<file path="config.mk">
export PLATFORM = sky130hd
export DESIGN_NAME = dmac_core
export DESIGN_NICKNAME = d
export VERILOG_FILES = /design/src/common/dmac_pkg.sv /design/src/logic/dmac_core.sv
export SDC_FILE = /design/constraint.sdc
export NUM_CORES = 2
export LEC_CHECK = 0
export BUFFER_PORTS_ARGS = -buffer_cell sky130_fd_sc_hd__clkbuf_2
export CORE_MARGIN = 5
export CORE_UTILIZATION = 40
export CTS_CLUSTER_SIZE = 14
export DETAILED_ROUTE_END_ITERATION = 8
export SYNTH_ARGS = -nofsm -noshare
export SYNTH_HDL_FRONTEND = slang
export SYNTH_SLANG_ARGS = --single-unit
</file>
<file path="constraint.sdc">
create_clock -name clk -period 35.3 [get_ports clk]
set_clock_uncertainty 0.05 [all_clocks]
set_input_delay 1.765 -clock clk [delete_from_list [all_inputs] [get_ports clk]]
set_output_delay 1.765 -clock clk [all_outputs]
set_load 0.03 [all_outputs]
</file>
<file path="src/common/dmac_pkg.sv">
// constants, types and decode patterns of the dual long-operand mac datapath
// Function
// RQ1 - two macs run in one cycle: high words in unit two, low words in unit one
// RQ2 - op word pattern 0101 01mm selects both products onto unshifted accumulators
// RQ3 - op word pattern 0110 00mm selects unshifted acc_y and right-shifted acc_x
// RQ4 - high data word at effective address on long_read_bus_c, extended to 17 bits
// RQ5 - high coefficient word at effective address on coef_bus_high to unit two
// RQ6 - low words come from partner address: plus one if even, minus one if odd
// RQ7 - low data on read_bus_d, low coefficient on coef_bus_low, extended to 17 bits
// RQ8 - unsigned keyword zero-extends that memory word to 17 bits
// RQ9 - fractional_mode set shifts each product left by one bit
// RQ10 - multiply_saturation_mode governs product overflow saturation
// RQ11 - 32-bit product sign-extended to 40 bits and added to its accumulator
// RQ12 - mixed form shifts acc_x right 16 with bit 39 replicated
// RQ13 - round keyword rounds each result as rounding_mode_select says
// RQ14 - overflow per wide_overflow_mode sets the destination overflow flag
// RQ15 - overflowed result saturates when datapath_saturation_enable is set
// RQ16 - wide keyword forces wide overflow mode for one instruction only
// RQ17 - software keeps coefficient operands out of external memory
// RQ18 - instructions may repeat back to back
// RQ19 - long data pointer post-decrement steps by two
// RQ20 - coefficient pointer post-increment steps by two
// RQ21 - single-word form post-decrements the data pointer by one
// RQ22 - single-word both-shifted form shifts acc_y right 16 before adding
// RQ23 - overflow checked at bit 31 or bit 39, each flag kept on its own
package dmac_pkg;
  localparam logic [5:0] DMAC_PAT_LONG_UNSH = 6'h15;
  localparam logic [5:0] DMAC_PAT_LONG_MIX = 6'h18;
  localparam logic [5:0] DMAC_PAT_LONG_BOTH = 6'h1b;
  localparam logic [5:0] DMAC_PAT_SHORT_MIX = 6'h08;
  localparam logic [5:0] DMAC_PAT_SHORT_BOTH = 6'h0b;
  localparam logic [7:0] DMAC_REG_CTRL = 8'h00;
  localparam logic [7:0] DMAC_REG_STAT = 8'h04;
  localparam logic [7:0] DMAC_REG_ACCX_LO = 8'h08;
  localparam logic [7:0] DMAC_REG_ACCX_HI = 8'h0c;
  localparam logic [7:0] DMAC_REG_ACCY_LO = 8'h10;
  localparam logic [7:0] DMAC_REG_ACCY_HI = 8'h14;
  localparam logic [7:0] DMAC_REG_PTR_DATA = 8'h18;
  localparam logic [7:0] DMAC_REG_PTR_COEF = 8'h1c;
  localparam int DMAC_STAT_FLAG_X = 0;
  localparam int DMAC_STAT_FLAG_Y = 1;
  localparam logic [15:0] DMAC_STEP_LONG = 16'h0002;
  localparam logic [15:0] DMAC_STEP_SHORT = 16'h0001;
  localparam logic [15:0] DMAC_STEP_COEF = 16'h0002;
  localparam logic [16:0] DMAC_MIN17 = 17'h18000;
  localparam logic [31:0] DMAC_PROD_SAT = 32'h7fffffff;
  localparam logic [40:0] DMAC_RND_ADD = 41'h000_0000_8000;
  localparam logic [15:0] DMAC_RND_HALF = 16'h8000;
  localparam logic [39:0] DMAC_SAT40_POS = 40'h7fffffffff;
  localparam logic [39:0] DMAC_SAT40_NEG = 40'h8000000000;
  localparam logic [39:0] DMAC_SAT32_POS = 40'h007fffffff;
  localparam logic [39:0] DMAC_SAT32_NEG = 40'hff80000000;
  localparam logic [39:0] DMAC_ACC_RST = 40'h0000000000;
  localparam logic [15:0] DMAC_PTR_RST = 16'h0000;
  typedef enum {
    DMAC_V_NONE, DMAC_V_LONG_UNSH, DMAC_V_LONG_MIX, DMAC_V_LONG_BOTH,
    DMAC_V_SHORT_MIX, DMAC_V_SHORT_BOTH
  } dmac_variant_t;
  typedef struct packed {
    logic [15:0] op_word;
    logic uns_mem;
    logic uns_coef;
    logic rnd;
    logic wide_kw;
    logic data_post_dec;
    logic coef_post_inc;
  } dmac_instr_t;
  typedef struct packed {
    logic fractional_mode;
    logic multiply_saturation_mode;
    logic wide_overflow_mode;
    logic rounding_mode_select;
    logic datapath_saturation_enable;
  } dmac_ctrl_t;
  typedef struct packed {
    logic [15:0] x_hi;
    logic [15:0] x_lo;
    logic [15:0] c_hi;
    logic [15:0] c_lo;
  } dmac_addr_t;
  typedef struct packed {
    logic [39:0] acc;
    logic ovf;
  } dmac_lane_t;
endpackage

</file>
<file path="src/logic/dmac_core.sv">
// dual multiply-accumulate datapath with long memory and long coefficient operands
`timescale 1ns/1ps
`default_nettype none
module dmac_core
  import dmac_pkg::*;
(
  // clock and reset
  input wire logic clk,
  input wire logic sys_rst,
  // register port
  input wire logic [7:0] reg_addr,
  input wire logic [31:0] reg_wdata,
  input wire logic reg_wr,
  input wire logic reg_rd,
  output logic [31:0] reg_rdata,
  // instruction issue
  input wire logic instr_valid,
  input wire dmac_instr_t instr,
  output logic instr_done,
  // memory side
  output logic mem_rd,
  output dmac_addr_t mem_addr,
  input wire logic [15:0] long_read_bus_c,
  input wire logic [15:0] read_bus_d,
  input wire logic [15:0] coef_bus_high,
  input wire logic [15:0] coef_bus_low,
  // status
  output logic acc_overflow_flag_x,
  output logic acc_overflow_flag_y
);

  function automatic logic [16:0] ext17(input logic [15:0] w, input logic uns);
    ext17 = {(uns ? 1'b0 : w[15]), w};
  endfunction

  function automatic logic [15:0] partner(input logic [15:0] a);
    partner = a[0] ? a - 16'h0001 : a + 16'h0001;
  endfunction

  function automatic dmac_variant_t decode(input logic [15:0] op);
    decode = DMAC_V_NONE;
    if (op[15:10] == DMAC_PAT_LONG_UNSH) begin
      decode = DMAC_V_LONG_UNSH;
    end else if (op[15:10] == DMAC_PAT_LONG_MIX) begin
      decode = DMAC_V_LONG_MIX;
    end else if (op[15:10] == DMAC_PAT_LONG_BOTH) begin
      decode = DMAC_V_LONG_BOTH;
    end else if (op[15:10] == DMAC_PAT_SHORT_MIX) begin
      decode = DMAC_V_SHORT_MIX;
    end else if (op[15:10] == DMAC_PAT_SHORT_BOTH) begin
      decode = DMAC_V_SHORT_BOTH;
    end
  endfunction

  function automatic dmac_lane_t mac_lane(
    input logic [39:0] acc,
    input logic pre_sh,
    input logic [16:0] a,
    input logic [16:0] b,
    input dmac_ctrl_t c,
    input logic rnd,
    input logic m40
  );
    logic signed [33:0] p;
    logic [31:0] p32;
    logic [39:0] src;
    logic [40:0] sum;
    logic [15:0] low;
    dmac_lane_t r;
    p = $signed(a) * $signed(b);
    // RQ9 fractional product shift
    p32 = c.fractional_mode ? {p[30:0], 1'b0} : p[31:0];
    // RQ10 product saturation mode
    if (c.multiply_saturation_mode && c.fractional_mode &&
        a == DMAC_MIN17 && b == DMAC_MIN17) begin
      p32 = DMAC_PROD_SAT;
    end
    // RQ22 accumulator pre-shift
    src = pre_sh ? {{16{acc[39]}}, acc[39:16]} : acc;
    // RQ11 extend and accumulate
    sum = {src[39], src} + {{9{p32[31]}}, p32};
    low = sum[15:0];
    // RQ13 rounding by mode
    if (rnd) begin
      sum = sum + DMAC_RND_ADD;
      if (c.rounding_mode_select && low == DMAC_RND_HALF) begin
        sum[16] = 1'b0;
      end
      sum[15:0] = 16'h0000;
    end
    // RQ23 overflow at bit 31 or 39
    r.ovf = m40 ? (sum[40] != sum[39]) : !((&sum[40:31]) || !(|sum[40:31]));
    r.acc = sum[39:0];
    // saturation on overflow
    if (r.ovf && c.datapath_saturation_enable) begin
      if (m40) begin
        r.acc = sum[40] ? DMAC_SAT40_NEG : DMAC_SAT40_POS;
      end else begin
        r.acc = sum[40] ? DMAC_SAT32_NEG : DMAC_SAT32_POS;
      end
    end
    mac_lane = r;
  endfunction

  dmac_ctrl_t ctrl_r;
  logic [39:0] acc_x_r;
  logic [39:0] acc_y_r;
  logic [15:0] ptr_data_r;
  logic [15:0] ptr_coef_r;
  logic flag_x_r;
  logic flag_y_r;
  logic mem_rd_r;
  logic done_r;
  dmac_addr_t addr_r;
  dmac_instr_t s_instr_r;
  dmac_variant_t s_var_r;
  logic [31:0] rdata_r;

  // issue decode
  dmac_variant_t issue_var;
  assign issue_var = decode(instr.op_word);
  wire issue_go = instr_valid && issue_var != DMAC_V_NONE;
  wire issue_long = issue_var == DMAC_V_LONG_UNSH || issue_var == DMAC_V_LONG_MIX ||
                    issue_var == DMAC_V_LONG_BOTH;

  // register decode
  wire sel_ctrl = reg_addr == DMAC_REG_CTRL;
  wire sel_stat = reg_addr == DMAC_REG_STAT;
  wire sel_ax_lo = reg_addr == DMAC_REG_ACCX_LO;
  wire sel_ax_hi = reg_addr == DMAC_REG_ACCX_HI;
  wire sel_ay_lo = reg_addr == DMAC_REG_ACCY_LO;
  wire sel_ay_hi = reg_addr == DMAC_REG_ACCY_HI;
  wire sel_pd = reg_addr == DMAC_REG_PTR_DATA;
  wire sel_pc = reg_addr == DMAC_REG_PTR_COEF;
  logic [31:0] rd_mux;
  always_comb begin
    rd_mux = 32'h00000000;
    if (sel_ctrl) begin
      rd_mux = {27'h0, ctrl_r};
    end else if (sel_stat) begin
      rd_mux = {30'h0, flag_y_r, flag_x_r};
    end else if (sel_ax_lo) begin
      rd_mux = acc_x_r[31:0];
    end else if (sel_ax_hi) begin
      rd_mux = {24'h000000, acc_x_r[39:32]};
    end else if (sel_ay_lo) begin
      rd_mux = acc_y_r[31:0];
    end else if (sel_ay_hi) begin
      rd_mux = {24'h000000, acc_y_r[39:32]};
    end else if (sel_pd) begin
      rd_mux = {16'h0000, ptr_data_r};
    end else if (sel_pc) begin
      rd_mux = {16'h0000, ptr_coef_r};
    end
  end

  // operand selection in the execute cycle
  wire s_long = s_var_r == DMAC_V_LONG_UNSH || s_var_r == DMAC_V_LONG_MIX ||
                s_var_r == DMAC_V_LONG_BOTH;
  // RQ5 RQ7 operand buses; single word is shared by both units
  wire [15:0] hi_word = s_long ? long_read_bus_c : read_bus_d;
  // RQ8 unsigned zero extension
  wire [16:0] a_hi = ext17(hi_word, s_instr_r.uns_mem);
  wire [16:0] b_hi = ext17(coef_bus_high, s_instr_r.uns_coef);
  wire [16:0] a_lo = ext17(read_bus_d, s_instr_r.uns_mem);
  wire [16:0] b_lo = ext17(coef_bus_low, s_instr_r.uns_coef);
  wire shift_y = s_var_r == DMAC_V_LONG_BOTH || s_var_r == DMAC_V_SHORT_BOTH;
  wire shift_x = s_var_r != DMAC_V_LONG_UNSH;
  // RQ16 wide keyword; local wide mode, stored setting untouched
  wire m40_eff = ctrl_r.wide_overflow_mode || s_instr_r.wide_kw;
  wire dmac_lane_t lane_y = mac_lane(acc_y_r, shift_y, a_hi, b_hi, ctrl_r, s_instr_r.rnd, m40_eff);
  wire dmac_lane_t lane_x = mac_lane(acc_x_r, shift_x, a_lo, b_lo, ctrl_r, s_instr_r.rnd, m40_eff);

  // next values
  wire [15:0] data_step = issue_long ? DMAC_STEP_LONG : DMAC_STEP_SHORT;
  wire [15:0] pd_nxt = ptr_data_r - data_step;
  wire [15:0] pc_nxt = ptr_coef_r + DMAC_STEP_COEF;
  wire clr_x = reg_wr && sel_stat && reg_wdata[DMAC_STAT_FLAG_X];
  wire clr_y = reg_wr && sel_stat && reg_wdata[DMAC_STAT_FLAG_Y];
  wire flag_x_nxt = (flag_x_r && !clr_x) || (mem_rd_r && lane_x.ovf);
  wire flag_y_nxt = (flag_y_r && !clr_y) || (mem_rd_r && lane_y.ovf);

  always_ff @(posedge clk or posedge sys_rst) begin
    if (sys_rst) begin
      ctrl_r <= '0;
      rdata_r <= 32'h00000000;
    end else begin
      if (reg_wr && sel_ctrl) begin
        ctrl_r <= reg_wdata[4:0];
      end
      rdata_r <= reg_rd ? rd_mux : 32'h00000000;
    end
  end

  // address generation, step to the next operand pair
  always_ff @(posedge clk or posedge sys_rst) begin
    if (sys_rst) begin
      ptr_data_r <= DMAC_PTR_RST;
      ptr_coef_r <= DMAC_PTR_RST;
      addr_r <= '0;
      mem_rd_r <= 1'b0;
      s_instr_r <= '0;
      s_var_r <= DMAC_V_NONE;
    end else begin
      mem_rd_r <= issue_go;
      if (issue_go) begin
        // high words at the pointer, low words at the partner; the single word form reads its data low word at the pointer
        addr_r.x_hi <= ptr_data_r;
        addr_r.x_lo <= issue_long ? partner(ptr_data_r) : ptr_data_r;
        addr_r.c_hi <= ptr_coef_r;
        addr_r.c_lo <= partner(ptr_coef_r);
        s_instr_r <= instr;
        s_var_r <= issue_var;
      end
      // post-modify by two for long, one for single word
      if (issue_go && instr.data_post_dec) begin
        ptr_data_r <= pd_nxt;
      end else if (reg_wr && sel_pd) begin
        ptr_data_r <= reg_wdata[15:0];
      end
      // coefficient post-increment
      if (issue_go && instr.coef_post_inc) begin
        ptr_coef_r <= pc_nxt;
      end else if (reg_wr && sel_pc) begin
        ptr_coef_r <= reg_wdata[15:0];
      end
    end
  end

  // both units write back in the same cycle
  always_ff @(posedge clk or posedge sys_rst) begin
    if (sys_rst) begin
      acc_x_r <= DMAC_ACC_RST;
      acc_y_r <= DMAC_ACC_RST;
      done_r <= 1'b0;
    end else begin
      done_r <= mem_rd_r;
      // datapath beats a colliding software load
      if (mem_rd_r) begin
        acc_x_r <= lane_x.acc;
        acc_y_r <= lane_y.acc;
      end else begin
        if (reg_wr && sel_ax_lo) begin
          acc_x_r[31:0] <= reg_wdata;
        end
        if (reg_wr && sel_ax_hi) begin
          acc_x_r[39:32] <= reg_wdata[7:0];
        end
        if (reg_wr && sel_ay_lo) begin
          acc_y_r[31:0] <= reg_wdata;
        end
        if (reg_wr && sel_ay_hi) begin
          acc_y_r[39:32] <= reg_wdata[7:0];
        end
      end
    end
  end

  // sticky overflow flags, set beats clear
  always_ff @(posedge clk or posedge sys_rst) begin
    if (sys_rst) begin
      flag_x_r <= 1'b0;
      flag_y_r <= 1'b0;
    end else begin
      flag_x_r <= flag_x_nxt;
      flag_y_r <= flag_y_nxt;
    end
  end

  assign reg_rdata = rdata_r;
  assign instr_done = done_r;
  assign mem_rd = mem_rd_r;
  assign mem_addr = addr_r;
  assign acc_overflow_flag_x = flag_x_r;
  assign acc_overflow_flag_y = flag_y_r;

  AST_ONE_CYCLE_PAIR: assert property (@(posedge clk) disable iff (sys_rst) // RQ1
    issue_go |=> mem_rd ##1 instr_done)
    else $error("dual mac did not complete two cycles after issue");

  AST_DECODE_UNSH: assert property (@(posedge clk) disable iff (sys_rst) // RQ2
    (instr_valid && instr.op_word[15:10] == 6'h15) |=> s_var_r == DMAC_V_LONG_UNSH && mem_rd)
    else $error("unshifted long form not decoded");

  AST_DECODE_MIX: assert property (@(posedge clk) disable iff (sys_rst) // RQ3
    (instr_valid && instr.op_word[15:10] == 6'h18) |=> s_var_r == DMAC_V_LONG_MIX && mem_rd)
    else $error("mixed long form not decoded");

  AST_PARTNER_ADDR: assert property (@(posedge clk) disable iff (sys_rst) // RQ6
    (mem_rd && s_long) |-> mem_addr.x_lo == (mem_addr.x_hi ^ 16'h0001) &&
      mem_addr.c_lo == (mem_addr.c_hi ^ 16'h0001))
    else $error("low word not fetched from partner address");

  AST_HIGH_ADDR: assert property (@(posedge clk) disable iff (sys_rst) // RQ4
    issue_go |=> mem_addr.x_hi == $past(ptr_data_r) && mem_addr.c_hi == $past(ptr_coef_r))
    else $error("high words not fetched at effective address");

  AST_LONG_DEC: assert property (@(posedge clk) disable iff (sys_rst) // RQ19
    (issue_go && issue_long && instr.data_post_dec) |=>
      ptr_data_r == $past(ptr_data_r) - 16'h0002)
    else $error("long data pointer not decremented by two");

  AST_SHORT_DEC: assert property (@(posedge clk) disable iff (sys_rst) // RQ21
    (issue_go && !issue_long && instr.data_post_dec) |=>
      ptr_data_r == $past(ptr_data_r) - 16'h0001)
    else $error("single word data pointer not decremented by one");

  AST_COEF_INC: assert property (@(posedge clk) disable iff (sys_rst) // RQ20
    (issue_go && instr.coef_post_inc) |=> ptr_coef_r == $past(ptr_coef_r) + 16'h0002)
    else $error("coefficient pointer not incremented by two");

  AST_FLAG_SET: assert property (@(posedge clk) disable iff (sys_rst) // RQ14
    (mem_rd && (lane_x.ovf || lane_y.ovf)) |=>
      (acc_overflow_flag_x || !$past(lane_x.ovf)) && (acc_overflow_flag_y || !$past(lane_y.ovf)))
    else $error("overflow flag not set on overflow");

  AST_SAT32: assert property (@(posedge clk) disable iff (sys_rst) // RQ15
    (mem_rd && lane_x.ovf && ctrl_r.datapath_saturation_enable && !m40_eff) |=>
      acc_x_r == 40'h007fffffff || acc_x_r == 40'hff80000000)
    else $error("acc_x not saturated to 32-bit limit");

  AST_WIDE_LOCAL: assert property (@(posedge clk) disable iff (sys_rst) // RQ16
    (issue_go && instr.wide_kw && !(reg_wr && sel_ctrl)) |=> $stable(ctrl_r))
    else $error("wide keyword altered stored mode");

  AST_MIX_SHIFT: assert property (@(posedge clk) disable iff (sys_rst) // RQ12
    (mem_rd && s_var_r == DMAC_V_LONG_MIX && !s_instr_r.rnd && !lane_x.ovf &&
      b_lo == 17'h00000) |=>
      acc_x_r == {{16{$past(acc_x_r[39])}}, $past(acc_x_r[39:16])})
    else $error("acc_x not arithmetically shifted by 16");

endmodule
`default_nettype wire

</file>
==> metrics.txt <==
setup TNS=0 ps; Slew headroom=0.120; Worst Hold Class=flop to flop; vias post-DR=approximately 35000; Fin. Hold Viols=0; Post-Syn Area=41100 sq um; Slew Limit Fails=0; layout cell share with drive strength beyond 1=0.0968; Avg Inst Size Synth=roughly 8.6 sq um; Skew-Pair Late Insertion Delay=approximately 550 ps; io pins=approximately 230; wire per inst=~21 microns; Final GP Congestion=a little under 1; Post-CTS Resized=0; drt total wl=134000 microns; Post-CTS Setup Inserts=0; global route total overflow=0; most used cell, CP=fa_1; flop2flop setup slack=around 21000 ps; hold_ws=around 430 ps; critical path capture point type=flop; RSZ-0062 raised after global routing=false; synthesis warning total=0; max_cap viols=0; Clock Sinks=between 200 and 250; Cells after Synth=~4800; setup violators final=0; met1 Use GR=0.341; Final min period=roughly 14000 ps; core footprint=102000 sq um; Top FF cell, synth=dfrtp_1; Area growth, synth to finish=7.35%; number of flops mapped to enable cells by yosys=0; Area contributors post-synth=fa_1 28%, dfrtp_1 14%, ha_1 8.4%, inv_1 6.1%, nand2_1 5.8%; Synth Register Bits=~220; DP Wirelength=around 100000 microns; Highest Clock Rate=between 60 and 70 MHz; fillers=approximately 10000; asr flop ratio synth=1.00; first-pass GRT wire length=roughly 210000 microns; Total Routing Usage GR=0.242; Starting DRT DRC Count=2645; slowest stage delay, CP=~680 ps; met3 usage=0.0353; Die Span Y=approximately 330 microns; root buf cell=clkbuf_16; routed vias/inst=5.61; CTS Hold Bufs=0; Clock transition at path regs=about 60 ps; Post-Place Cells=6170; top cell type's share of synthesized area=0.276; post-layout util=0.433; Critical Path Source Type=input port; DRT Pass-1 Iters=6; CTS H-Tree Depth=1; critical path peak fanout=20; final critical-path share of the clock period=0.410; Num CTS Buffers=26; CP max-delay cell=mux2_2; syn nets=5762; most used routing layer=met2; post-synthesis sequential area ratio=0.136; dominant cell type by area after synthesis=fa_1; fin cells=approximately 6200; CP arrival=14870 ps; Least-Margin Pin Slew=between 1000 and 1500 ps; CTS tree=built; Die Span X=330 microns; Setup CP Type=input port to flop; met2 Track Usage GR=0.388; die area=roughly 110000 sq um; number of global-route vias before repair=roughly 35000; DRC viols=0; Initial Utilization=0.403; required time worst endpoint=35680 ps; Std-Cell Rows=about 120; Net count, final=about 5800; Final ANT Viol Nets=0; unique cell type count in the Yosys netlist=slightly above 100; Bufs on Longest Clock Path=3; PortBufs=between 200 and 250; outcome=finished clean; initial antenna violation count=8; largest net degree at the start of global routing=144
[cells in the mapped netlist (all sizes together), types with 10 or more instances]
library cell,instances
dfrtp,224
or4,21
o221ai,10
nor3b,10
clkbuf,207
or3,25
xnor2,121
a21o,80
nor4,29
o21bai,20
and3,51
mux2i,70
xor2,66
o311ai,11
buf,30
nor2b,23
ha,276
fa,567
o22ai,19
or2,20
o21ai,172
a31o,13
and2,282
nand2,636
nand4,26
nor2,210
o211ai,62
a211oi,36
nand2b,40
inv,674
o2bb2ai,10
a31oi,38
a22oi,49
a21boi,28
mux2,101
nor3,88
nand3,93
o21a,21
a2111oi,12
o31ai,24
a21oi,170
[path summary, 6_finish.rpt]
kind | startpoint | endpoint | cells after the start
setup / recovery | read_bus_d[7] | acc_y_r[16] | 44
hold / removal | mem_addr[17] | mem_addr[17] | 2
setup reg to reg | s_var_r[0] | acc_y_r[16] | 44
hold reg to reg | mem_addr[17] | mem_addr[17] | 2
max in group asynchronous | sys_rst | ctrl_r[4] | 3
min in group asynchronous | sys_rst | mem_addr[58] | 2
[per-stage QoR]
step	setup WS [ps]	instance area, sq um
floorplan	22600	41100
global placement	20450	43300
detailed placement	20400	43300
CTS	20950	44100
global route	19950	44100
finish	20820	44100
[logic make-up (layout without fill, tap and decap cells)]
| kind of cell | after synthesis | in the layout | synth area share |
|---|---|---|---|
| AND/OR/NAND/NOR | 1587 | 1587 | 0.190 |
| buffers and inverters | 915 | 973 | 0.0844 |
| AO/OA/AOI/OAI | 860 | 860 | 0.143 |
| adder cells (fa/ha/maj) | 843 | 843 | 0.360 |
| flip-flops | 224 | 224 | 0.136 |
| XOR/XNOR | 188 | 188 | 0.0406 |
| multiplexers | 171 | 171 | 0.0448 |
| other | 0 | 6 | 0 |
[sequential cells by signal (all words and copies together) (netlist names)]
signal,count
mem_addr,64
acc_x_r,40
acc_y_r,40
reg_rdata,32
ptr_coef_r,16
ptr_data_r,16
ctrl_r,5
s_instr_r,4
s_var_r,3
acc_overflow_flag_x,1
acc_overflow_flag_y,1
instr_done,1
mem_rd,1
[layout make-up]
cell class                      count  area, sq um  share of cell area
Tap cell                         1368         1710              0.0388
Antenna cell                        6         15.0            0.000340
Inverter                          678         2550              0.0579
Clock inverter                     10          111             0.00252
Multi-Input combinational cell   3649        32000               0.726
Sequential cell                   224         5610               0.127
Timing Repair Buffer              251         1350              0.0305
Clock buffer                       34          722              0.0164
[per-layer routing]
| layer | vias to the layer above | wire length [microns] |
|---|---|---|
| met1 | 17400 | 59100 |
| li1 | 15900 | - |
| met4 | 4 | 4950 |
| met5 | - | 26 |
| met2 | 1298 | 59800 |
| met3 | 269 | 9810 |
[layout by cell type (no fill, tap or decap), types with 30 or more instances in the layout]
master,synthesis,routed
clkbuf_2,0,220
nor2_1,210,208
mux2_2,100,100
a21oi_1,169,169
ha_1,276,276
and2_1,282,282
nand2_1,635,635
nor3_1,86,85
a31oi_1,37,37
mux2i_1,70,70
nand3_1,93,93
inv_1,673,672
a21o_1,80,80
fa_1,567,567
and3_1,51,51
xor2_1,66,66
o21ai_0,166,166
buf_4,0,30
dfrtp_1,224,222
nand2b_1,40,40
o211ai_1,61,61
a211oi_1,33,33
xnor2_1,120,120
a22oi_1,49,49
[worst max-delay path, delay by kind of cell]
kind,cells,cell delay (ps)
AO/OA/AOI/OAI,17,4690
XOR/XNOR,1,270
adder cells (fa/ha/maj),9,3780
buffers and inverters,7,1090
multiplexers,1,680
AND/OR/NAND/NOR,9,2540
Power is not shown: default switching activity piles up to over one toggle a cycle in this logic, so the estimate is an artifact.
